--- src/include/irq_ctrl_pkg.sv ---
// Purpose: shared constants and types for the core interrupt controller
// Assumes: one machine cycle per clock at 10 MHz
// Notes:   source index is the fixed polling position, 0 polled first
package irq_ctrl_pkg;

    localparam int          CLOCK_HZ        = 10_000_000;
    localparam int          NUM_SRC         = 11;
    localparam int          NUM_LEVELS      = 4;
    // latency in machine cycles: detect plus forced call
    localparam int          DETECT_MCYC     = 1;
    localparam int          CALL_MCYC       = 6;
    localparam int          LATENCY_MCYC    = DETECT_MCYC + CALL_MCYC;
    localparam logic [2:0]  CALL_LAST       = 3'(CALL_MCYC - 1);

    // register word indices, byte address is four times the index
    localparam logic [3:0]  REG_IEN_MAIN    = 4'h0;
    localparam logic [3:0]  REG_IEN_EXT_HI  = 4'h1;
    localparam logic [3:0]  REG_IEN_SER_B   = 4'h2;
    localparam logic [3:0]  REG_TIMER_AND_PIN_IRQ_CTRL        = 4'h3;
    localparam logic [3:0]  REG_EXT_FLAGS   = 4'h4;
    localparam logic [3:0]  REG_PRIO_LOW    = 4'h5;
    localparam logic [3:0]  REG_PRIO_HIGH   = 4'h6;
    localparam logic [3:0]  REG_AUX         = 4'h7;
    localparam logic [3:0]  REG_STATUS      = 4'h8;

    // irq_enable_main fields
    localparam int          GLOBAL_EN_BIT   = 7;
    localparam int          SER_A_EN_BIT    = 4;
    localparam int          TMR_B_EN_BIT    = 3;
    localparam int          EXT1_EN_BIT     = 2;
    localparam int          TMR_A_EN_BIT    = 1;
    localparam int          EXT0_EN_BIT     = 0;
    // irq_enable_ext_hi: ext2..ext6 enables from this bit up
    localparam int          EXT2_EN_BIT     = 1;
    localparam int          SER_B_EN_BIT    = 0;
    // timer_and_pin_irq_ctrl fields
    localparam int          TMR_B_FLAG_BIT  = 7;
    localparam int          TMR_A_FLAG_BIT  = 5;
    localparam int          EXT1_FLAG_BIT   = 3;
    localparam int          EXT1_TYPE_BIT   = 2;
    localparam int          EXT0_FLAG_BIT   = 1;
    localparam int          EXT0_TYPE_BIT   = 0;
    // ext_irq_request_flags: ext2..ext6 flags from this bit up
    localparam int          EXT2_FLAG_BIT   = 1;
    localparam logic [7:0]  EXT_FLAGS_MASK  = 8'h3e;
    localparam logic [7:0]  IEN_HI_MASK     = 8'h7e;
    // aux register fields
    localparam int          TICK_EN_BIT     = 0;
    localparam int          XFER_EN_BIT     = 1;
    localparam int          EXT2_RISE_BIT   = 2;
    localparam int          EXT3_RISE_BIT   = 3;
    localparam int          TICK_FLAG_BIT   = 4;
    localparam int          XFER_FLAG_BIT   = 5;
    localparam logic [7:0]  RESET_BYTE      = 8'h00;
    // edge history at the lines' rest levels, so leaving reset is no edge
    localparam logic [6:0]  EDGE_IDLE       = 7'h2c;

    // polling positions
    localparam logic [3:0]  SRC_EXT0 = 4'h0, SRC_SER_B = 4'h1, SRC_TMR_A = 4'h2, SRC_EXT2 = 4'h3;
    localparam logic [3:0]  SRC_EXT1 = 4'h4, SRC_EXT3 = 4'h5, SRC_TMR_B = 4'h6, SRC_EXT4 = 4'h7;
    localparam logic [3:0]  SRC_SER_A = 4'h8, SRC_EXT5 = 4'h9, SRC_EXT6 = 4'ha;

    // priority group per polling position, position 10 first
    localparam logic [10:0][2:0] SRC_GROUP = {3'h5, 3'h4, 3'h4, 3'h3, 3'h3, 3'h2, 3'h2, 3'h1, 3'h1, 3'h0, 3'h0};
    localparam logic [10:0][15:0] SRC_VECTOR = {16'h006b, 16'h0063, 16'h0023, 16'h005b, 16'h001b, 16'h0053,
                                               16'h0013, 16'h004b, 16'h000b, 16'h0083, 16'h0003};
    // flags cleared by hardware on vectoring (ext0 and ext1 only in edge mode)
    localparam logic [10:0] AUTO_CLEAR = 11'h2fd;

    typedef enum logic [1:0] {
        ST_IDLE = 2'b01,
        ST_CALL = 2'b10
    } ctrl_state_e;

endpackage

--- src/design/irq_ctrl.sv ---
// Purpose: interrupt controller: flags, enables, four levels, forced call
// Assumes: sources and core strobes come from logic on the same clock
// Notes:   one machine cycle per clock; serial flags live in the serial units
//
// Contract
// - eleven sources, four priority levels
// - preempt only by strictly higher level
// - return ends current service level
// - flags set regardless of enables
// - sample flags each cycle, then poll
// - forced call to vector if allowed
// - hold off on return or config writes
// - seven cycles: detect plus six call
// - global enable bit gates everything
// - main enable register source bits
// - ext-high enable bits for ext2..ext6
// - serial b enable bit
// - timer and pin control layout
// - ext2..ext6 edge flags layout
// - timer flags cleared, acknowledge on entry
// - ext0/ext1 auto cleared in edge mode, ext2..ext5 always, ext6 manual
// - ext2 and ext3 polarity programmable
// - ext4..ext6 rising in core, inversions
// - ext6 from tick or transfer flags
// - ext0/ext1 from digital io requests
// - type bit: edge when set, level else
// - six groups, two priority bits each
// - fixed polling order breaks ties
// - fixed vector address per source
//
// The address map and the Avalon-MM register port were decided locally.
`timescale 1ns/10ps
module irq_ctrl
    import irq_ctrl_pkg::*;
(
    // clock and reset
    input  wire logic        clock,
    input  wire logic        rst_n,
    // avalon-mm slave
    input  wire logic [3:0]  address,
    input  wire logic        read,
    input  wire logic        write,
    input  wire logic [3:0]  byteenable,
    input  wire logic [31:0] writedata,
    output logic [31:0]      readdata,
    output logic             waitrequest,
    // interrupt sources
    input  wire logic        timer_a_overflow,
    input  wire logic        timer_b_overflow,
    input  wire logic        serial_a_req,
    input  wire logic        serial_b_req,
    input  wire logic        dio_hi_req_n,
    input  wire logic        dio_lo_req_n,
    input  wire logic        comparator_edge_event,
    input  wire logic        ce_busy,
    input  wire logic        comparator_rise_event,
    input  wire logic        eeprom_busy,
    input  wire logic        one_second_tick,
    input  wire logic        transfer_busy_request,
    // instruction sequencer
    input  wire logic        insn_is_return_from_interrupt,
    input  wire logic        insn_writes_irq_cfg,
    output logic             forced_long_call,
    output logic [15:0]      call_vector,
    output logic             service_entered,
    output logic [3:0]       active_levels,
    // timer side
    output logic             timer_a_service_ack,
    output logic             timer_b_service_ack,
    output logic             timer_a_run,
    output logic             timer_b_run
);

    typedef struct packed {
        logic [7:0]  ien_main;
        logic [7:0]  ien_hi;
        logic [7:0]  ien_ser_b;
        logic [7:0]  timer_and_pin_irq_ctrl;
        logic [7:0]  ext_flags;
        logic [7:0]  prio_low;
        logic [7:0]  prio_high;
        logic [7:0]  aux;
        logic [10:0] samp;
        logic [6:0]  prev_in;
        ctrl_state_e state;
        logic [2:0]  cnt;
        logic [3:0]  sel_idx;
        logic [1:0]  sel_lvl;
        logic [3:0]  active;
        logic [15:0] vector;
        logic        call;
        logic        entered;
        logic        ack_a;
        logic        ack_b;
        logic        bus_ack;
        logic [31:0] rdata;
    } ctrl_s;

    ctrl_s s_q;
    ctrl_s s_d;

    function automatic logic [6:0] pick_best(input logic [10:0] pend,
                                             input logic [7:0]  plow,
                                             input logic [7:0]  phigh);
        logic        found;
        logic [3:0]  idx;
        logic [1:0]  lvl;
        logic [1:0]  cand;
        found = 1'b0;
        idx   = 4'h0;
        lvl   = 2'h0;
        // strict compare keeps the earlier polled source on a tie
        for (int i = 0; i < NUM_SRC; i++)
        begin
            cand = {phigh[SRC_GROUP[i]], plow[SRC_GROUP[i]]};
            if (pend[i] && (!found || cand > lvl))
            begin
                found = 1'b1;
                idx   = 4'(i);
                lvl   = cand;
            end
        end
        return {found, idx, lvl};
    endfunction

    function automatic logic [2:0] top_level(input logic [3:0] act);
        logic [2:0] r;
        r = 3'h0;
        for (int i = 0; i < NUM_LEVELS; i++)
        begin
            if (act[i])
            begin
                r = {1'b1, 2'(i)};
            end
        end
        return r;
    endfunction

    logic        req;
    logic        wr;
    logic [7:0]  wd;
    logic [6:0]  cur_in;
    logic [6:0]  rise;
    logic [10:0] flags;
    logic [10:0] enables;
    logic [10:0] pend;
    logic [6:0]  best;
    logic [2:0]  top;
    logic        blocked;
    logic        take;
    logic        ext6_src;
    logic        call_end;

    always_comb
    begin
        s_d      = s_q;
        req      = read | write;
        wr       = write & s_q.bus_ack & byteenable[0];
        wd       = writedata[7:0];
        s_d.bus_ack = req & ~s_q.bus_ack;
        // ext6 core input from enabled tick/transfer flags
        ext6_src = (s_q.aux[TICK_FLAG_BIT] & s_q.aux[TICK_EN_BIT]) |
                   (s_q.aux[XFER_FLAG_BIT] & s_q.aux[XFER_EN_BIT]);
        // digital io requests, active low; selectable polarity
        cur_in   = {ext6_src,
                    ~eeprom_busy,
                    comparator_rise_event,
                    s_q.aux[EXT3_RISE_BIT] ? ce_busy : ~ce_busy,
                    s_q.aux[EXT2_RISE_BIT] ? comparator_edge_event : ~comparator_edge_event,
                    ~dio_lo_req_n,
                    ~dio_hi_req_n};
        rise     = cur_in & ~s_q.prev_in;
        s_d.prev_in = cur_in;
        flags    = {s_q.ext_flags[EXT2_FLAG_BIT+4], s_q.ext_flags[EXT2_FLAG_BIT+3], serial_a_req,
                    s_q.ext_flags[EXT2_FLAG_BIT+2], s_q.timer_and_pin_irq_ctrl[TMR_B_FLAG_BIT], s_q.ext_flags[EXT2_FLAG_BIT+1],
                    s_q.timer_and_pin_irq_ctrl[EXT1_FLAG_BIT], s_q.ext_flags[EXT2_FLAG_BIT], s_q.timer_and_pin_irq_ctrl[TMR_A_FLAG_BIT],
                    serial_b_req, s_q.timer_and_pin_irq_ctrl[EXT0_FLAG_BIT]};
        enables  = {s_q.ien_hi[EXT2_EN_BIT+4], s_q.ien_hi[EXT2_EN_BIT+3], s_q.ien_main[SER_A_EN_BIT],
                    s_q.ien_hi[EXT2_EN_BIT+2], s_q.ien_main[TMR_B_EN_BIT], s_q.ien_hi[EXT2_EN_BIT+1],
                    s_q.ien_main[EXT1_EN_BIT], s_q.ien_hi[EXT2_EN_BIT], s_q.ien_main[TMR_A_EN_BIT],
                    s_q.ien_ser_b[SER_B_EN_BIT], s_q.ien_main[EXT0_EN_BIT]};
        pend     = (flags & enables) & {NUM_SRC{s_q.ien_main[GLOBAL_EN_BIT]}};
        // sampled once per machine cycle, polled next
        s_d.samp = pend;
        best     = pick_best(s_q.samp, s_q.prio_low, s_q.prio_high);
        top      = top_level(s_q.active);
        // hold off during return or enable/priority writes
        blocked  = insn_is_return_from_interrupt | insn_writes_irq_cfg |
                   (write & (address == REG_IEN_MAIN || address == REG_IEN_EXT_HI ||
                             address == REG_IEN_SER_B || address == REG_PRIO_LOW ||
                             address == REG_PRIO_HIGH));
        // strictly above the highest level in service
        take     = best[6] && !blocked && (!top[2] || best[1:0] > top[1:0]);
        call_end = (s_q.state == ST_CALL) && (s_q.cnt == 3'h0);
        s_d.entered = 1'b0;
        s_d.ack_a   = 1'b0;
        s_d.ack_b   = 1'b0;
        // return drops the highest active level
        if (insn_is_return_from_interrupt && top[2])
        begin
            s_d.active[top[1:0]] = 1'b0;
        end
        case (s_q.state)
            ST_IDLE:
            begin
                // start six-cycle call to the vector
                if (take)
                begin
                    s_d.state   = ST_CALL;
                    s_d.cnt     = CALL_LAST;
                    s_d.sel_idx = best[5:2];
                    s_d.sel_lvl = best[1:0];
                    s_d.vector  = SRC_VECTOR[best[5:2]];
                    s_d.call    = 1'b1;
                end
            end
            ST_CALL:
            begin
                if (call_end)
                begin
                    s_d.state   = ST_IDLE;
                    s_d.call    = 1'b0;
                    s_d.entered = 1'b1;
                    s_d.active[s_q.sel_lvl] = 1'b1;
                    s_d.ack_a   = (s_q.sel_idx == SRC_TMR_A);
                    s_d.ack_b   = (s_q.sel_idx == SRC_TMR_B);
                end
                else
                begin
                    s_d.cnt = s_q.cnt - 3'h1;
                end
            end
            default:
            begin
                s_d.state = ST_IDLE;
                s_d.call  = 1'b0;
            end
        endcase
        // software writes land first
        if (wr && address == REG_IEN_MAIN)   s_d.ien_main  = wd;
        if (wr && address == REG_IEN_EXT_HI) s_d.ien_hi    = wd & IEN_HI_MASK;
        if (wr && address == REG_IEN_SER_B)  s_d.ien_ser_b = wd;
        if (wr && address == REG_TIMER_AND_PIN_IRQ_CTRL)       s_d.timer_and_pin_irq_ctrl      = wd;
        if (wr && address == REG_EXT_FLAGS)  s_d.ext_flags = wd & EXT_FLAGS_MASK;
        if (wr && address == REG_PRIO_LOW)   s_d.prio_low  = wd;
        if (wr && address == REG_PRIO_HIGH)  s_d.prio_high = wd;
        // software clears tick and transfer flags here
        if (wr && address == REG_AUX)        s_d.aux       = {2'h0, wd[5:0]};
        // hardware clear on vectoring, ext6 left to software
        if (call_end && AUTO_CLEAR[s_q.sel_idx])
        begin
            case (s_q.sel_idx)
                SRC_EXT0:  s_d.timer_and_pin_irq_ctrl[EXT0_FLAG_BIT] = ~s_q.timer_and_pin_irq_ctrl[EXT0_TYPE_BIT] & s_d.timer_and_pin_irq_ctrl[EXT0_FLAG_BIT];
                SRC_TMR_A: s_d.timer_and_pin_irq_ctrl[TMR_A_FLAG_BIT] = 1'b0;
                SRC_EXT1:  s_d.timer_and_pin_irq_ctrl[EXT1_FLAG_BIT] = ~s_q.timer_and_pin_irq_ctrl[EXT1_TYPE_BIT] & s_d.timer_and_pin_irq_ctrl[EXT1_FLAG_BIT];
                SRC_TMR_B: s_d.timer_and_pin_irq_ctrl[TMR_B_FLAG_BIT] = 1'b0;
                SRC_EXT2:  s_d.ext_flags[EXT2_FLAG_BIT] = 1'b0;
                SRC_EXT3:  s_d.ext_flags[EXT2_FLAG_BIT+1] = 1'b0;
                SRC_EXT4:  s_d.ext_flags[EXT2_FLAG_BIT+2] = 1'b0;
                SRC_EXT5:  s_d.ext_flags[EXT2_FLAG_BIT+3] = 1'b0;
                default:   s_d.timer_and_pin_irq_ctrl = s_d.timer_and_pin_irq_ctrl;
            endcase
        end
        // hardware sets applied last so they win
        if (timer_a_overflow) s_d.timer_and_pin_irq_ctrl[TMR_A_FLAG_BIT] = 1'b1;
        if (timer_b_overflow) s_d.timer_and_pin_irq_ctrl[TMR_B_FLAG_BIT] = 1'b1;
        // edge mode sets, level mode follows the line
        if (s_q.timer_and_pin_irq_ctrl[EXT0_TYPE_BIT])
        begin
            if (rise[0]) s_d.timer_and_pin_irq_ctrl[EXT0_FLAG_BIT] = 1'b1;
        end
        else
        begin
            s_d.timer_and_pin_irq_ctrl[EXT0_FLAG_BIT] = cur_in[0];
        end
        if (s_q.timer_and_pin_irq_ctrl[EXT1_TYPE_BIT])
        begin
            if (rise[1]) s_d.timer_and_pin_irq_ctrl[EXT1_FLAG_BIT] = 1'b1;
        end
        else
        begin
            s_d.timer_and_pin_irq_ctrl[EXT1_FLAG_BIT] = cur_in[1];
        end
        for (int k = 0; k < 5; k++)
        begin
            if (rise[k+2]) s_d.ext_flags[EXT2_FLAG_BIT+k] = 1'b1;
        end
        if (one_second_tick)       s_d.aux[TICK_FLAG_BIT] = 1'b1;
        if (transfer_busy_request) s_d.aux[XFER_FLAG_BIT] = 1'b1;
        // read data captured in the wait cycle, unmapped reads zero
        s_d.rdata = 32'h0;
        if (read && !s_q.bus_ack)
        begin
            case (address)
                REG_IEN_MAIN:   s_d.rdata = {24'h0, s_q.ien_main};
                REG_IEN_EXT_HI: s_d.rdata = {24'h0, s_q.ien_hi};
                REG_IEN_SER_B:  s_d.rdata = {24'h0, s_q.ien_ser_b};
                REG_TIMER_AND_PIN_IRQ_CTRL:       s_d.rdata = {24'h0, s_q.timer_and_pin_irq_ctrl};
                REG_EXT_FLAGS:  s_d.rdata = {24'h0, s_q.ext_flags};
                REG_PRIO_LOW:   s_d.rdata = {24'h0, s_q.prio_low};
                REG_PRIO_HIGH:  s_d.rdata = {24'h0, s_q.prio_high};
                REG_AUX:        s_d.rdata = {24'h0, s_q.aux};
                REG_STATUS:     s_d.rdata = {23'h0, s_q.sel_idx, s_q.call, s_q.active};
                default:        s_d.rdata = 32'h0;
            endcase
        end
        else if (s_q.bus_ack)
        begin
            s_d.rdata = s_q.rdata;
        end
    end

    always_ff @(posedge clock)
    begin
        if (!rst_n)
        begin
            s_q <= '{ien_main: RESET_BYTE, ien_hi: RESET_BYTE, ien_ser_b: RESET_BYTE, timer_and_pin_irq_ctrl: RESET_BYTE,
                     ext_flags: RESET_BYTE, prio_low: RESET_BYTE, prio_high: RESET_BYTE, aux: RESET_BYTE,
                     samp: 11'h0, prev_in: EDGE_IDLE, state: ST_IDLE, cnt: 3'h0, sel_idx: 4'h0, sel_lvl: 2'h0,
                     active: 4'h0, vector: 16'h0, call: 1'b0, entered: 1'b0, ack_a: 1'b0, ack_b: 1'b0,
                     bus_ack: 1'b0, rdata: 32'h0};
        end
        else
        begin
            s_q <= s_d;
        end
    end

    assign readdata            = s_q.rdata;
    assign waitrequest         = ~s_q.bus_ack;
    assign forced_long_call    = s_q.call;
    assign call_vector         = s_q.vector;
    assign service_entered     = s_q.entered;
    assign active_levels       = s_q.active;
    assign timer_a_service_ack = s_q.ack_a;
    assign timer_b_service_ack = s_q.ack_b;
    assign timer_a_run         = s_q.timer_and_pin_irq_ctrl[4];
    assign timer_b_run         = s_q.timer_and_pin_irq_ctrl[6];
endmodule

--- config.mk ---
export PLATFORM = sky130hd
export DESIGN_NAME = irq_ctrl
export DESIGN_NICKNAME = d
export VERILOG_FILES = /design/src/include/irq_ctrl_pkg.sv /design/src/design/irq_ctrl.sv
export SDC_FILE = /design/constraint.sdc
export NUM_CORES = 1
export LEC_CHECK = 0
export BUFFER_PORTS_ARGS = -buffer_cell sky130_fd_sc_hd__buf_4
export CAP_MARGIN = 10
export CELL_PAD_IN_SITES_DETAIL_PLACEMENT = 1
export CELL_PAD_IN_SITES_GLOBAL_PLACEMENT = 1
export CORE_MARGIN = 2
export CORE_UTILIZATION = 45
export CTS_CLUSTER_SIZE = 8
export DETAILED_ROUTE_END_ITERATION = 12
export PLACE_DENSITY = 0.87
export SETUP_SLACK_MARGIN = 0.5
export SLEW_MARGIN = 40
export SYNTH_ARGS = -nofsm -noshare
export SYNTH_HDL_FRONTEND = slang
export SYNTH_SLANG_ARGS = --single-unit
--- constraint.sdc ---
create_clock -name clock -period 28.5 [get_ports clock]
set_input_delay 2.85 -clock clock [delete_from_list [all_inputs] [get_ports clock]]
set_output_delay 2.85 -clock clock [all_outputs]
set_load 0.05 [all_outputs]
## Word-level counts from Yosys, hierarchy flattened

Memory sizes are Yosys's and may differ from the RTL's. A register that Yosys moved wholly into a read port is not among the register bits.
Cells that the tools add are included.

- Register bits after elaboration: 127
- Bits in read-only memories: 272
- Memories: 2

Memory list:

| memory | depth | bits a word | read ports | clocked after memory_dff | write ports | line | RTL |
|---|---|---|---|---|---|---|---|
| (no name shown) | 16 | 16 | 1 | 1 | 0 | irq_ctrl.sv:213 | `s_d.vector = SRC_VECTOR[best[5:2]];` |
| (no name shown) | 16 | 1 | 1 | 1 | 0 | irq_ctrl.sv:250 | `if (call_end && AUTO_CLEAR[s_q.sel_idx])` |

- $add $sub $neg: 1
- Order comparisons: 16
- Eq/ne operators: 21
- Muxes and demuxes: 85
- Bitwise gates (word level): 27
- Reduce and logical (&&, ||, !) cells: 67

Operators by type and width:

| kind | number |
|---|---|
| 9-bit case mux with 9 select lines | 1 |
| 32-bit 2-to-1 mux | 2 |
| 4-bit 2-to-1 mux | 16 |
| 1-bit 2-to-1 mux | 39 |
| 4-bit by 3-bit == test with 1-bit output (second input constant) | 8 |
| 1-bit logical AND | 26 |
| 2-bit 2-to-1 mux | 12 |
| 11-bit AND | 2 |
| 2-bit > comparator | 11 |
| 4-bit by 2-bit == test with 1-bit output (second input constant) | 4 |
| 8-bit 2-to-1 mux | 2 |
| 1-bit logical OR | 15 |
| 3-bit 2-to-1 mux | 5 |
| 1-bit zero test | 14 |
| 6-bit 2-to-1 mux | 2 |
| 11-bit 2-to-1 mux | 1 |
| 1-bit AND | 8 |
| 4-bit == test (second input constant) | 2 |
| 4-bit zero test | 2 |
| 1-bit inverter | 8 |
| 2-bit nonzero test | 4 |
| 7-bit AND | 1 |
| 7-bit inverter | 1 |
| 2-bit by 3-bit less-than comparator with 1-bit output (second input constant) | 2 |
| other kinds (19) | 29 |

## Longest topological paths before layout

Gate-level depths: netlist of the first run.

- Depth in word-level cells: 47
- Mapped depth: 71
- Mapped depth without buffers: 70

## Least setup slack after synthesis of the first run

No wires, ideal clock.

- Path type: reg2reg
- Start point: reg s_q[75] (netlist bit)
- End point: reg (tool-made name)
- Setup time: 72 ps
- Arrival time: 12,360 ps
- Required time: 28,428 ps
- Slack: 16,069 ps
- Cell stages (with the launch flop): 72
- Cells stage by stage: dfxtp_1 -> or2_1 -> buf_6 -> and2_1 -> ha_1 -> o311ai_1 -> nand2_1 -> nand2_1 -> o21ai_0 -> ha_1 -> a211oi_1 -> nand2_1 -> nand4_1 -> mux2_2 -> ha_1 -> nor2_1 -> a21o_1 -> nand2_1 -> (+36 left out) -> nand2_1 -> o21ai_2 -> inv_1 -> ha_1 -> nand2_1 -> o21ai_0 -> a21oi_1 -> mux2i_1 -> ha_1 -> nor2b_1 -> a2bb2oi_1 -> o221a_2 -> nand2b_1 -> o21ai_0 -> o21a_1 -> o31ai_1 -> a31oi_1 -> mux2i_1

RTL lines:

| item | line | RTL |
|---|---|---|
| start: declaration | irq_ctrl.sv:99 | `ctrl_s s_q;` |
| start signal: assignment | irq_ctrl.sv:317 | `s_q <= '{ien_main: RESET_BYTE, ien_hi: RESET_BYTE, ien_ser_b: RESET_BYTE, timer_and_pin_irq_ctrl: RESET_BYTE,` |

==> results of run 1 <==
## worst max path at each step
stage                 start         to  slack (ns)  depth (start not counted)
floorplan           s_q[75]  flip-flop       16.07                         71
global placement    s_q[75]  flip-flop       14.74                         70
detailed placement  s_q[75]  flip-flop       13.89                         69
CTS                 s_q[75]  flip-flop       13.82                         70
global route        s_q[75]  flip-flop       12.39                         69
finish              s_q[75]  flip-flop       13.71                         70
## state kept, by name, indices dropped and copies added, names as in the netlist, named ones only
signal and cells:
flags 9, service_entered 1, timer_a_service_ack 1, forced_long_call 1, timer_b_service_ack 1, s_q 64, enables 11, timer_a_run 1
readdata 9, active_levels 4, timer_b_run 1, call_vector 5
## power by group
part / leakage (uW) / switching (uW) / internal, uW / total [uW]
registers: 0.000883 / 1.77 / 154 / 156
logic: 0.00152 / 21.9 / 6.79 / 28.7
clock network: 0.000160 / 57.9 / 79.8 / 138
## stage by stage
stage	hold slack [ns]	instance area (um2)
5_1_grt	0.4795	6540
3_5_place_dp	0.4612	6210
4_1_cts	0.4710	6535
2_1_floorplan	0.4367	6051
6_report	0.4707	6540
3_3_place_gp	0.4511	6195
## kinds of logic after synthesis
family                     synth area share [%]
and+or+nand+nor                           18.95
other                                   0.06319
DFF                                       36.77
AOI/OAI and AO/OA                         17.12
xor gates and xnor gates                 0.2952
muxes                                     12.82
adders and majority gates                 3.289
buffers and inverters                     10.69
## synthesized netlist by cell type, types with 2 or more instances
cell type,count
o221ai_1,3
buf_4,52
mux2_4,2
o22ai_1,6
nand2_1,41
a211oi_1,5
mux2_2,5
o31ai_1,2
a22oi_1,9
nand3b_1,3
dfxtp_1,109
o221a_2,2
a21o_1,3
clkbuf_1,26
a41oi_1,2
a221oi_1,4
mux2i_1,64
a2bb2oi_1,2
nor4_1,3
o21ai_0,21
maj3_1,2
a31oi_1,5
or3_1,5
a21oi_1,28
inv_1,32
ha_1,14
a32oi_1,7
nand3_1,9
a22o_1,5
nand2b_1,8
nand4_1,6
o211ai_1,3
o22a_1,3
nor3b_1,3
and3_1,12
nor2_1,109
xor2_1,2
nor3_1,11
o32ai_1,5
buf_1,4
and2_1,10
o211a_1,2
o21a_1,4
nor2b_1,5
## area by class of cell
class | instances | area (um2) | share of cell area (%)
inverters | 32 | 120.1 | 1.837
repair buffers | 59 | 442.9 | 6.773
well taps | 172 | 215.2 | 3.291
clock inverters | 5 | 82.58 | 1.263
multi-input cells | 499 | 3254 | 49.76
flip-flops and latches | 109 | 2182 | 33.37
clock buffers | 11 | 242.7 | 3.712
## layer usage
| layer | wire (um) | vias to the layer above | GRT usage, % |
|---|---|---|---|
| met2 | 8976 | 180 | 43.50 |
| met5 | 0 | - | 0 |
| met4 | 522 | 0 | 8.854 |
| met3 | 1002 | 46 | 5.747 |
| met1 | 7884 | 2587 | 32.80 |
| li1 | - | 2406 | - |
## cells in the final DEF, fill, tap and decap left out, types with 3 or more instances in the layout
cell	count
a211oi_1	5
a21o_1	3
a21oi_1	28
a221oi_1	4
a22o_1	5
a22oi_1	9
a31oi_1	5
a32oi_1	7
and2_1	10
and3_1	12
buf_4	59
clkbuf_16	9
conb_1	32
dfxtp_1	109
ha_1	14
inv_1	31
mux2_2	5
mux2i_1	64
nand2_1	41
nand2b_1	8
nand3_1	9
nand3b_1	3
nand4_1	6
nor2_1	105
nor2_2	4
nor2b_1	5
nor3_1	10
nor4_1	3
o211ai_1	3
o21a_1	4
o21ai_0	21
o221ai_1	3
o22a_1	3
o22ai_1	6
o32ai_1	5
or3_1	5
## tightest hold or removal path: stages, from the launching register on
cell and delay, ns:
dfxtp_1 0.31, nand2_1 0.06, a21oi_1 0.06
==> results.json, run 1 <==
{
  "critPathBufInv": 1,
  "avgSynthCellArea_um2": 8.576,
  "synth_top_area_cell": "dfxtp_1",
  "grt_max_degree": 62,
  "drt_iter0_drc": 328,
  "worst_pin_slew_ns": 0.7915,
  "wl_mm": 18.39,
  "async_reset_ff_share_pct": 0,
  "place_ws_ns": 13.89,
  "start_util_pct": 46.65,
  "layout.cells.non_filler": 887,
  "power_leakage_uw": 0.002559,
  "setup_violations": 0,
  "finalCritPeriodShare_pct": 51.88,
  "critPathSlowestCell": "o211ai_1",
  "synth_top_cell_area_share_pct": 36.77,
  "coreArea_mm2": 0.01272,
  "ff2ff_setup_slack_ns": 13.71,
  "grt_pass1_wl_mm": 28.68,
  "die_area_mm2": 0.01412,
  "worstPathMaxFanout": 15,
  "critPathCaptureType": "flip-flop",
  "layout-drive-gt1-share_pct": 14.97,
  "syn_area_mm2": 0.005934,
  "synth_seq_cells": 109,
  "slowest_delay_ns": 0.48,
  "post-cts-setup-buffer-count": 0,
  "clk_latency_ns": 0.35,
  "globalplace.congestion": 0.9030,
  "p_total_uw": 322.1,
  "ys.flop_type": "dfxtp_1",
  "dp_cells": 871,
  "syn2layout_area_growth_pct": 10.20,
  "final-hold-violation-count": 0,
  "cts_buffer_depth": 2,
  "crit_family": "compound AO/OA/AOI/OAI gates",
  "cp-start-kind": "flip-flop",
  "irDropWorstVdd_mv": 0.03352,
  "cp_common_cell": "nand2_1",
  "worst_slack_ns": 13.71,
  "drc": 0,
  "fin_util_pct": 51.41,
  "htree_levels": 3,
  "grt_use_total_pct": 25.90,
  "clk_pin_slew_ns": 0.07,
  "wire_per_inst_um": 20.73,
  "reg2reg_from": "s_q[75]",
  "min_delay_path_depth": 2,
  "fin_skew_ns": 0.005846,
  "fillCellCount": 1551,
  "dp_hpwl_mm": 13.36,
  "die_w_um": 118.8,
  "slew_violations": 0,
  "vias_per_cell": 5.884,
  "hold_end": "readdata[5]",
  "antenna_found_initial": 0,
  "route.vias.total": 5219,
  "status": "complete, no violations",
  "ff2ff_path_depth": 70,
  "antenna_left": 0,
  "cts_tree": "built",
  "powerDensity_mw_per_mm2": 49.24,
  "io_pins": 117,
  "worstSetupPathType": "reg2reg",
  "max-cap-violations": 0,
  "grt.overflow.total": 0,
  "hold_start": "readdata[5]",
  "clkSinkCount": 109,
  "rsz0062_at_grt": "no",
  "portBuffers": 57,
  "relSlewSlack_pct": 47.18,
  "diodes": 0,
  "rows": 41,
  "fin_nets": 782,
  "setup-tns-final_ns": 0,
  "die_y_um": 118.8,
  "ctsResizeCount": 0,
  "ys_seq_area_share_pct": 36.77,
  "yosys_warnings": 0,
  "maxClockFrequency_mhz": 67.63,
  "hold_buffers": 0,
  "netlist_instances": 692,
  "cp.required_ns": 28.78,
  "period_needed_ns": 14.79,
  "grt_pass1_vias": 5218,
  "cts_buffers": 9,
  "hold_path.class": "reg2reg",
  "worstPathArrival_ns": 15.07,
  "synth_edf_count": 0,
  "yosys-top-cells-area": "dfxtp_1 37%, mux2i_1 11%, nor2_1 6.9%",
  "synth_cell_types": 78,
  "dr.pass1.iters": 5,
  "root_buffer": "clkbuf_16"
}
No activity file was read; power rests on OpenSTA's default activity.
==> run 2: changes to the inputs <==
- CORE_UTILIZATION: 45 -> 41
- PLACE_DENSITY: 0.87 -> 0.81
- clock period: 28.5 -> 14.7 ns (I/O delays scaled with it)
==> results.json, run 2 (synthesis gave the netlist of run 1 again) <==
{
  "drc": 0,
  "clk_latency_ns": 0.36,
  "wire_per_inst_um": 20.19,
  "coreArea_mm2": 0.01399,
  "ff2ff_path_depth": 70,
  "cts_buffer_depth": 2,
  "clk_pin_slew_ns": 0.08,
  "grt_use_total_pct": 22.77,
  "route.vias.total": 5203,
  "stdcell_area_mm2": 0.006719,
  "grt_max_degree": 44,
  "setup-tns-final_ns": 0,
  "worst_pin_slew_ns": 0.7896,
  "seqPwrFrac_pct": 49.8,
  "hold_start": "readdata[5]",
  "internal_power_uw": 445.1,
  "combPwrFrac_pct": 9.2,
  "globalplace.congestion": 0.8871,
  "root_buffer": "clkbuf_16",
  "clkSinkCount": 109,
  "rsz0062_at_grt": "no",
  "maxClockFrequency_mhz": 74.46,
  "reg2reg_from": "s_q[75]",
  "ff2ff_setup_slack_ns": 1.27,
  "die_y_um": 124.3,
  "p_clk_share_pct": 41.0,
  "worstPathMaxFanout": 9,
  "cp-start-kind": "flip-flop",
  "drt_iter0_drc": 412,
  "wl_mm": 18.34,
  "die_w_um": 124.3,
  "vias_per_cell": 5.730,
  "power_leakage_uw": 0.002623,
  "min_delay_path_depth": 2,
  "fin_skew_ns": 0.01110,
  "irDropWorstVdd_mv": 0.05243,
  "syn2layout_area_growth_pct": 13.22,
  "hold_end": "readdata[5]",
  "grt.overflow.total": 0,
  "critPathCaptureType": "flip-flop",
  "cts_buffers": 9,
  "switchingPower_uw": 160.0,
  "portBuffers": 57,
  "start_util_pct": 42.42,
  "dpl-instance-area_mm2": 0.006220,
  "dp_hpwl_mm": 13.31,
  "htree_levels": 3,
  "worstSetupPathType": "reg2reg",
  "dp_cells": 879,
  "io_pins": 117,
  "final-hold-violation-count": 0,
  "worstPathArrival_ns": 13.71,
  "relSlewSlack_pct": 47.31,
  "setup_violations": 0,
  "grt_pass1_wl_mm": 28.53,
  "slew_violations": 0,
  "layout_commonest_cell": "dfxtp_1",
  "antenna_found_initial": 0,
  "layout.cells.non_filler": 908,
  "status": "complete, no violations",
  "period_needed_ns": 13.43,
  "critPathSlowestCell": "o32a_1",
  "layout-drive-gt1-share_pct": 18.54,
  "cp.required_ns": 14.98,
  "diodes": 0,
  "grt_pass1_vias": 5296,
  "dr.pass1.iters": 5,
  "final_cell_mix": "109 x dfxtp_1, 101 x nor2_1, 72 x buf_4",
  "slowest_delay_ns": 0.41,
  "powerDensity_mw_per_mm2": 90.06,
  "hold_path.class": "reg2reg",
  "fin_nets": 795,
  "antenna_left": 0,
  "cp_common_cell": "ha_1",
  "cts_tree": "built",
  "largest_reg_flops": 64,
  "rows": 43,
  "top_register": "s_q",
  "max-cap-violations": 0,
  "netSwitchingFraction_pct": 26.44,
  "finalCritPeriodShare_pct": 91.36,
  "die_area_mm2": 0.01545
}
[run 2: changes by cell type in the layout (fill, tap and decap cells not counted), moves of 2 or more]
cell	before	now
nor2_2	4	8
nor2_1	105	101
a21oi_2	1	3
buf_4	59	72
a21oi_1	28	25
clkinvlp_4	0	2
[run 2: area by class of cell]
cell class | instances | area (um2)
Tap cell | 180 | 225.2
Timing Repair Buffer | 72 | 540.5
Clock inverter | 6 | 71.32
Fill cell | 1652 | 7269
Sequential cell | 109 | 2182
Inverter | 32 | 120.1
Clock buffer | 10 | 229.0
Multi-Input combinational cell | 499 | 3351
[run 2: power groups by stage]
stage,clock network [uW],logic (uW),registers (uW)
after floorplan,0,45.9,307
after global placement,0,52.9,308
after detailed placement,0,54.3,308
after CTS,250,54.4,302
after global routing,262,58.5,302
final,248,55.4,302
[run 2: how the worst max path moves through the flow]
stage / cells past startpoint / slack (ns) / startpoint / end
global placement: 70 / 0.89 / s_q[75] / flip-flop
global route: 69 / 0.45 / s_q[75] / flip-flop
finish: 70 / 1.27 / s_q[75] / flip-flop
detailed placement: 68 / -0.04 / s_q[75] / flip-flop
floorplan: 71 / 2.27 / s_q[75] / flip-flop
CTS: 68 / 0.54 / s_q[75] / flip-flop
[run 2: layer usage]
| metal | share of wire (%) | vias to the layer above | wire (um) | global-route usage (%) |
|---|---|---|---|---|
| met5 | 0 | - | 0 | 0 |
| met4 | 2.4 | 0 | 445 | 7.270 |
| met3 | 4.7 | 32 | 869 | 3.565 |
| met2 | 48 | 162 | 8877 | 37.96 |
| met1 | 44 | 2580 | 8145 | 30.26 |
| li1 | - | 2429 | - | - |
[run 2: repair_timing]
| item | 4_1_cts | 5_1_grt |
|---|---|---|
| hold buffers | 0 | 0 |
| pin swaps | 1 | 4 |
| buffers inserted | 2 | 11 |
| setup endpoints to repair | 9 | 17 |
| resized for setup | 5 | 15 |
[run 2: through the flow]
stage | setup slack [ns] | hold slack, ns | total power (uW) | util (%)
after global routing | 0.4481 | 0.5127 | 622.8 | 48.03
final | 1.269 | 0.4847 | 605.1 | 48.03
after detailed placement | -0.04427 | 0.4750 | 362.7 | 44.46
after floorplan | 2.269 | 0.4367 | 352.8 | -
after CTS | 0.5431 | 0.4853 | 606.2 | 46.91
after global placement | 0.8870 | 0.4535 | 361.1 | 44.36
[run 2: worst max-delay path: cells and delay by family (launching register included)]
family | cells | cell delay (ns)
AO/OA/AOI/OAI | 28 | 4.81
buffers and inverters | 2 | 0.25
AND/OR/NAND/NOR | 23 | 2.79
multiplexers | 6 | 1.85
adder cells (fa/ha/maj) | 11 | 3.29
flip-flops | 1 | 0.35
